### src/inc/uilc_defines.svh
`ifndef UILC_DEFINES_SVH
`define UILC_DEFINES_SVH

`define UILC_CTRL_PORT     16'h00e5
`define UILC_CTRL_RESET    8'h00
`define UILC_LED1_AMBER    2
`define UILC_LED1_GREEN    3
`define UILC_LED0_AMBER    0
`define UILC_LED0_GREEN    1
`define UILC_LED1_MASK     8'hf3
`define UILC_LAMP_LSB      0
`define UILC_LAMP_MSB      3
`define UILC_SPARE_LSB     4
`define UILC_SPARE_MSB     7
`define UILC_LAMP_RESET    4'h0
`define UILC_SPARE_RESET   4'h0
`define UILC_RDATA_IDLE    8'h00

`endif

### src/inc/uilc_pkg.sv
`default_nettype none
package uilc_pkg;
	typedef logic [7:0]  uilc_byte_t;
	typedef logic [15:0] uilc_addr_t;
	typedef logic [1:0]  uilc_pair_t;
endpackage : uilc_pkg
`default_nettype wire

### src/hdl/uilc_lamp_drive.sv
`timescale 1ns/10ps
`default_nettype none
`include "uilc_defines.svh"
module uilc_lamp_drive
	import uilc_pkg::*;
(
	input  wire logic       mclk,
	input  wire logic       rst,
	input  wire uilc_pair_t pairBits,
	input  wire logic       amberIdx,
	output logic            amberOn,
	output logic            greenOn
);
	always_ff @(posedge mclk or posedge rst) begin
		if (rst) begin
			amberOn <= 1'b0;
			greenOn <= 1'b0;
		end else begin
			amberOn <= amberIdx ? pairBits[1] : pairBits[0];
			greenOn <= amberIdx ? pairBits[0] : pairBits[1];
		end
	end
endmodule : uilc_lamp_drive
`default_nettype wire

### src/hdl/uilc_led_ctrl.sv
`timescale 1ns/10ps
`default_nettype none
`include "uilc_defines.svh"

module uilc_led_ctrl
	import uilc_pkg::*;
(
	// Clock and reset
	input  wire logic       mclk,
	input  wire logic       rst,

	// Port access from the host
	input  wire uilc_addr_t ioAddr,
	input  wire logic       ioWr,
	input  wire logic       ioRd,
	input  wire uilc_byte_t ioWdata,
	output uilc_byte_t      ioRdata,
	output logic            ioHit,

	// Light drives, active high
	output logic            led0Amber,
	output logic            led0Green,
	output logic            led1Amber,
	output logic            led1Green
);

	// Light bits of the held byte
	logic [3:0] lamp_r;
	logic [3:0] lamp_nxt;

	// Bits of the other functions, only held and read back
	logic [3:0] spare_r;
	logic [3:0] spare_nxt;

	// Whole held byte, and the byte after a possible write
	uilc_byte_t ctrlByte;
	uilc_byte_t ctrlWrite;

	// Read data register and its next value
	uilc_byte_t rdata_r;
	uilc_byte_t rdata_nxt;

	// Strobes qualified by the port decode
	logic       wrHit;
	logic       rdHit;

	// Pair of each light, amber element in bit 0
	uilc_pair_t led0Pair;
	uilc_pair_t led1Pair;

	function automatic logic portHit(
		input uilc_addr_t a
	);
		portHit = (a == `UILC_CTRL_PORT);
	endfunction : portHit

	// Shared by both strobes so read and write decode alike
	function automatic logic accessHit(
		input uilc_addr_t a,
		input logic       strobe
	);
		accessHit = portHit(a) & strobe;
	endfunction : accessHit

	// pair of one light, amber first
	function automatic uilc_pair_t lampPair(
		input uilc_byte_t b,
		input logic       upper
	);
		uilc_pair_t p;
		p = 2'b00;
		case (upper)
			1'b0: begin
				p[0] = b[`UILC_LED0_AMBER];
				p[1] = b[`UILC_LED0_GREEN];
			end
			1'b1: begin
				p[0] = b[`UILC_LED1_AMBER];
				p[1] = b[`UILC_LED1_GREEN];
			end
			default: begin
				p = 2'b00;
			end
		endcase
		lampPair = p;
	endfunction : lampPair

	// whole byte taken on a write
	function automatic uilc_byte_t ctrlNext(
		input uilc_byte_t cur,
		input logic       hit,
		input uilc_byte_t data
	);
		uilc_byte_t n;
		n = cur;
		if (hit) begin
			n = data;
		end
		ctrlNext = n;
	endfunction : ctrlNext

	// held byte on a read, idle value otherwise
	function automatic uilc_byte_t rdataNext(
		input uilc_byte_t cur,
		input logic       hit
	);
		uilc_byte_t n;
		n = `UILC_RDATA_IDLE;
		if (hit) begin
			n = cur;
		end
		rdataNext = n;
	endfunction : rdataNext

	assign wrHit = accessHit(ioAddr, ioWr);
	assign rdHit = accessHit(ioAddr, ioRd);

	// Combinational so the host sees the claim in the access cycle
	assign ioHit = wrHit | rdHit;

	always_comb begin
		ctrlWrite = ctrlNext(ctrlByte, wrHit, ioWdata);
	end

	always_comb begin
		lamp_nxt = ctrlWrite[`UILC_LAMP_MSB:`UILC_LAMP_LSB];
	end

	// Upper bits held as written, so read-modify-write keeps them
	always_comb begin
		spare_nxt = ctrlWrite[`UILC_SPARE_MSB:`UILC_SPARE_LSB];
	end

	// reset clears light bits, lights dark
	// Async so the lights go dark even while the clock is stopped
	always_ff @(posedge mclk or posedge rst) begin
		if (rst) begin
			lamp_r <= `UILC_LAMP_RESET;
		end else begin
			lamp_r <= lamp_nxt;
		end
	end

	// reset clears the other bits too
	always_ff @(posedge mclk or posedge rst) begin
		if (rst) begin
			spare_r <= `UILC_SPARE_RESET;
		end else begin
			spare_r <= spare_nxt;
		end
	end

	// Held byte as a read sees it
	assign ctrlByte = {spare_r, lamp_r};

	// readback of held value
	// Idle outside a read so a shared data bus sees no stale byte
	always_comb begin
		rdata_nxt = rdataNext(ctrlByte, rdHit);
	end

	// Read data stands for the one cycle after the read
	always_ff @(posedge mclk or posedge rst) begin
		if (rst) begin
			rdata_r <= `UILC_RDATA_IDLE;
		end else begin
			rdata_r <= rdata_nxt;
		end
	end

	assign ioRdata = rdata_r;

	// pair of light two, from its own bits only
	always_comb begin
		led0Pair = lampPair(ctrlByte, 1'b0);
	end

	// pair of light one, from its own bits only
	always_comb begin
		led1Pair = lampPair(ctrlByte, 1'b1);
	end

	// light two: bit 0 amber, bit 1 green
	// Lights lag the register by one cycle; fine for a panel lamp
	uilc_lamp_drive u_led0 (
		.mclk     (mclk),
		.rst      (rst),
		.pairBits (led0Pair),
		.amberIdx (1'b0),
		.amberOn  (led0Amber),
		.greenOn  (led0Green)
	);

	// light one: bit 3 green, bit 2 amber
	uilc_lamp_drive u_led1 (
		.mclk     (mclk),
		.rst      (rst),
		.pairBits (led1Pair),
		.amberIdx (1'b0),
		.amberOn  (led1Amber),
		.greenOn  (led1Green)
	);

	// Both lamp drives share one clock and reset, so the lights
	// change together on the same edge after a write; no light can
	// show a mix of old and new settings for a cycle.

	// The four upper bits belong to other functions of the shared
	// register. They are kept here only so that a host doing
	// read-modify-write gets back what it wrote; nothing else reads
	// them inside this block.

	// Pattern 11 on a pair lights both elements of that light at
	// once; the host is expected to use 01, 10 or 00 only.

endmodule : uilc_led_ctrl
`default_nettype wire

### config.mk
export PLATFORM = sky130hd
export DESIGN_NAME = uilc_led_ctrl
export DESIGN_NICKNAME = d
export VERILOG_FILES = /design/src/inc/uilc_pkg.sv /design/src/hdl/uilc_lamp_drive.sv /design/src/hdl/uilc_led_ctrl.sv
export VERILOG_INCLUDE_DIRS = /design/src /design/src/inc
export SDC_FILE = /design/constraint.sdc
export NUM_CORES = 1
export LEC_CHECK = 0
export ABC_AREA = 1
export ABC_CLOCK_PERIOD_IN_PS = 800
export BUFFER_PORTS_ARGS = -buffer_cell sky130_fd_sc_hd__buf_2
export CORE_MARGIN = 2
export CORE_UTILIZATION = 40
export DETAILED_ROUTE_END_ITERATION = 10
export PLACE_DENSITY = 0.71
export SYNTH_ARGS = -nofsm -noshare
export SYNTH_HDL_FRONTEND = slang
export SYNTH_SLANG_ARGS = --single-unit
### constraint.sdc
create_clock -name mclk -period 0.8 [get_ports mclk]
set_input_delay 0 -clock mclk [delete_from_list [all_inputs] [get_ports mclk]]
set_output_delay 0 -clock mclk [all_outputs]
set_load 0.05 [all_outputs]
# --- Word level (Yosys, flattened, before mapping) ---
# Index checks and enable logic that the tools add are counted.
word_totals:
  ram_bits: 0
  latch_bits: 0
  rom_bits: 0
  register_bits: 20
  word_cells: 12
  n_memories: 0
  in_bits: 28
op_classes:
  mux: 1
  add_sub_neg: 0
  n_reduce_logical: 0
  magnitude_cmp: 0
  n_eq_ne: 1
  multipliers: 0
  n_shift: 0
  div: 0
  n_bitwise: 3
op_table:
  columns: ["cell", "count"]
  rows:
  - ["equality test 16 x 8 -> 1 bit, second input constant", 1]
  - ["two-way mux 8 bit", 1]
  - ["bitwise AND 1 bit", 2]
  - ["bitwise OR 1 bit", 1]

# --- Depth between registers and ports, before layout ---
depth:
  depth_word: 3
  ltp_mapped: 7
  depth_no_buf: 7

# --- By module ---
# Synthesis repeated with hierarchy kept, for this count alone.
unflattened:
  hier_cells: 107
  hier_area_um2: 969.7
modules_own_cells:
  columns: ["mod", "cells_per_inst", "area_per_inst_um2", "instances"]
  rows:
  - ["uilc_led_ctrl", 87, 809.5, 1]
  - ["uilc_lamp_drive", 10, 80.1, 2]

# --- Worst setup path after synthesis ---
# No wires, ideal clock.
synth_timing:
  path_type: "in2out"
  start: "input port ioAddr[15]"
  end: "output port ioHit"
  t_arrival_ns: 0.850
  t_required_ns: 0.800
  path_slack_ns: -0.050
  path_stages: 5
  path_cell_list: "nor2_1 -> nand2_1 -> nor2_2 -> nand3_2 -> nand2_1"
synth_via:
  elab_chain_cells: 3
  elab_cells_between_ends: 4
  cone_classes: "eq/ne: 1; bitwise: 3"
synth_lines:
  columns: ["item", "line", "text"]
  rows:
  - ["from (decl)", "uilc_led_ctrl.sv:13", "input wire uilc_addr_t ioAddr,"]
  - ["equality test 16 x 8 -> 1 bit (no source line) (*)", null, null]
  - ["bitwise AND 1 bit", "uilc_led_ctrl.sv:62", "accessHit = portHit(a) & strobe;"]
  - ["bitwise OR 1 bit (*)", "uilc_led_ctrl.sv:119", "assign ioHit = wrHit | rdHit;"]
  - ["to (decl)", "uilc_led_ctrl.sv:18", "output logic ioHit,"]
# Every way passes the cells marked *; elsewhere a longest branch is shown, timed or not.

# --- Worst setup path after layout ---
layout_timing:
  start: "register rdata_r[7], in the netlist ioRdata[7]"
  end: "output port ioRdata[7]"
layout_rtl:
  columns: ["item", "line", "text"]
  rows:
  - ["from (decl)", "uilc_led_ctrl.sv:40", "uilc_byte_t rdata_r;"]
  - ["from (signal assigned)", "uilc_led_ctrl.sv:165", "rdata_r <= `UILC_RDATA_IDLE;"]
  - ["from (signal assigned)", "uilc_led_ctrl.sv:167", "rdata_r <= rdata_nxt;"]
  - ["to (decl)", "uilc_led_ctrl.sv:17", "output uilc_byte_t ioRdata,"]
# No word-level cell between the ends.

==> results.toml <==
[drt]
met3WireLength_um = 102
viasPerCell = 4.43
postRouteAntennaNets = 0
m1WireLength_um = 635
vias = 762
first_iter_violations = 8
met2WireLength_mm = 1.00
drcViolationCount = 0
highest_layer = "met4"
detail_route.wl_per_cell_um = 10.2
firstDrtPassIters = 4
drt-total-wl_mm = 1.76

[pwr]
peakVddDrop_mv = 0.687
pwr-share-seq_pct = 57.5
p_per_area_nw_per_um2 = 1280
clockPowerShare_pct = 31.9
p_sw_share_pct = 21.1
switching_power_mw = 0.371
p_int_mw = 1.39
cellLeakagePower_nw = 0.711
p_comb_share_pct = 10.6
p_total_mw = 1.76

[clock_tree]
path_clk_slew_ns = 0.10
cts.sinks = 20
clock_latency_ns = 0.29
htreeDepth = 1
cts_buffers = 3
cts_tree = "done"
cts_buffer_depth = 2
clock-root-buffer = "clkbuf_4"

[sta]
worstMarginPinSlew_ns = 0.237
timing.final.ws_setup_ns = -0.0424
skew_ns = 0.000781
rsz0062_at_grt = "yes"
finalCriticalPeriod_ns = 0.842
whs_ns = 0.0655
max_freq_mhz = 1190
slew_viol_final = 0
post-route-period-util_pct = 105
hold_viol = 0
setup_viol_count_final = 12
relSlewSlack_pct = 84.2

[floorplan]
num_rows = 16
dieWidth_um = 49.5
dieArea_um2 = 2450
dieHeight_um = 49.5
coreArea_um2 = 1960
start_util_pct = 42.2
io_pins = 41

[min_path]
min_to = "spare_r[3]"
hold_path_depth = 3
hold_path_class = "in2reg"
hold_start = "ioWr"

[synth]
synth_fp_nets = 114
ys_seq_elements = 20
ys_seq_area_share_pct = 60.4
syn_inst = 86
synthTopCellsByArea = "dfrtp_1 (60%), nand2_1 (8.6%), nand4_1 (6.0%)"
yosys.cell_types.count = 12
yosysWarnings = 0
syn_area_per_cell_um2 = 9.63
synth_top_cell_area_share_pct = 60.4
yosys.area.top_type = "dfrtp_1"
netlist_area_um2 = 828

[placement]
dp_hpwl_mm = 1.27
dp.cells = 158
dp_slack_ns = -0.135
io_buffers = 40
gp_congestion = 0.735

[setup_path]
r2r_slack_ns = 0.16
reg2reg_from = "lamp_r[2]"
cp_max_fo = 1
reg2regPathDepth = 2
worst-setup-path-type = "reg2out"
critPathLaunchType = "register"
crit_arrival_ns = 0.84
slowest_delay_ns = 0.40
timing.rr.end = "lamp_r[2]"
cp_num_buf_inv = 1
cp.required_ns = 0.80
end_kind = "primary output"
crit_chain = "buf_6"
path_delay_family = "flip-flops"
critPathSlowestCell = "dfrtp_1"

[global_routing]
grt_util_all_layers_pct = 15.7
grt_pass1_wl_mm = 2.92
grt_max_degree = 21
gr-total-overflow = 0
grt_pass1_vias = 725
antenna_found_initial = 0

[status]
status = "finished with violations"
violations = "negative setup slack"

[finish]
drive_gt1_share_pct = 49.0
finalNetCount = 174
multi_input_area_um2 = 327
instances_no_fill = 172
antennaDiodeCount = 0
area_delta_synth_final_pct = 65.9
regArea_um2 = 500
nFillCells = 172

[flow_run]
max_cap_violations = 0
## registers in the layout, indices dropped and copies added, names as in the netlist
register and count:
u_led0.amberOn 1, lamp_r 4, u_led0.greenOn 1, u_led1.amberOn 1
ioRdata 8, u_led1.greenOn 1, spare_r 4
## Yosys cell counts
cell / instances
nand2_2: 3
nor2_1: 11
nand4_1: 8
nand3_2: 1
dfrtp_1: 20
inv_1: 13
nand3_4: 1
nand2_1: 19
nand3_1: 1
nor2_2: 6
nor2_4: 2
clkbuf_2: 1
## final cells by class
class	count	area share (%)
multi-input combinational	52	23.8
clock buffer	4	2.64
timing repair buffer	56	31.1
inverter	13	3.55
tap	27	2.46
sequential	20	36.4
## per-stage QoR
step                      utilization, %  TNS (ns)  cell area [um^2]
after global routing                70.0    -0.789              1370
after floorplan                        -         0               831
after global placement              56.3    -0.799              1100
after detailed placement            56.3     -1.35              1100
after CTS                           66.9    -0.422              1310
final                               70.0    -0.342              1370
## what timing repair did
action	4_1_cts	5_1_grt
setup endpoints to repair	13	13
resized for setup	26	14
endpoints found under the hold margin	28	0
hold buffers	9	0
setup buffers	0	1
pin swaps	1	8
## placed cells by master, fill, tap and decap left out, drive strengths merged
cell         synthesis  layout
buf                  0      47
nand2               22      22
dfrtp               20      20
nor2                19      19
inv                 13      13
dlygate4sd3          0       9
nand4                8       8
clkbuf               1       4
nand3                3       3
## cell families (layout without fill, tap and decap cells)
| group | after synthesis | after routing | share of synthesized area, % |
|---|---|---|---|
| flops | 20 | 20 | 60.4 |
| buf+inv | 14 | 73 | 6.50 |
| simple gates | 52 | 52 | 33.1 |
## metal layers
metal / track usage, % / up-vias
li1: - / 382
met1: 17.8 / 349
met2: 29.3 / 29
met3: 2.12 / 2
met4: 6.94 / 0
met5: 0 / -
## power by group through the flow
stage | sequential, mW | clock (mW) | combinational, mW
finish | 1.01 | 0.559 | 0.186
global route | 1.01 | 0.619 | 0.208
CTS | 1.01 | 0.572 | 0.163
detailed placement | 1.03 | 0 | 0.130
global placement | 1.03 | 0 | 0.126
floorplan | 1.03 | 0 | 0.0510
## worst max-delay path by stage
stage	from	endpoint	slack, ns	cells past startpoint
after floorplan	ioAddr[15]	ioHit	0.07	5
after global placement	ioAddr[13]	ioRdata[4]	-0.08	7
after detailed placement	ioAddr[15]	ioRdata[0]	-0.13	7
after CTS	ioRdata[7]	ioRdata[7]	-0.06	1
after global routing	ioRdata[7]	ioRdata[7]	-0.08	1
final	ioRdata[7]	ioRdata[7]	-0.04	1
(Power assumes the default switching activity.)
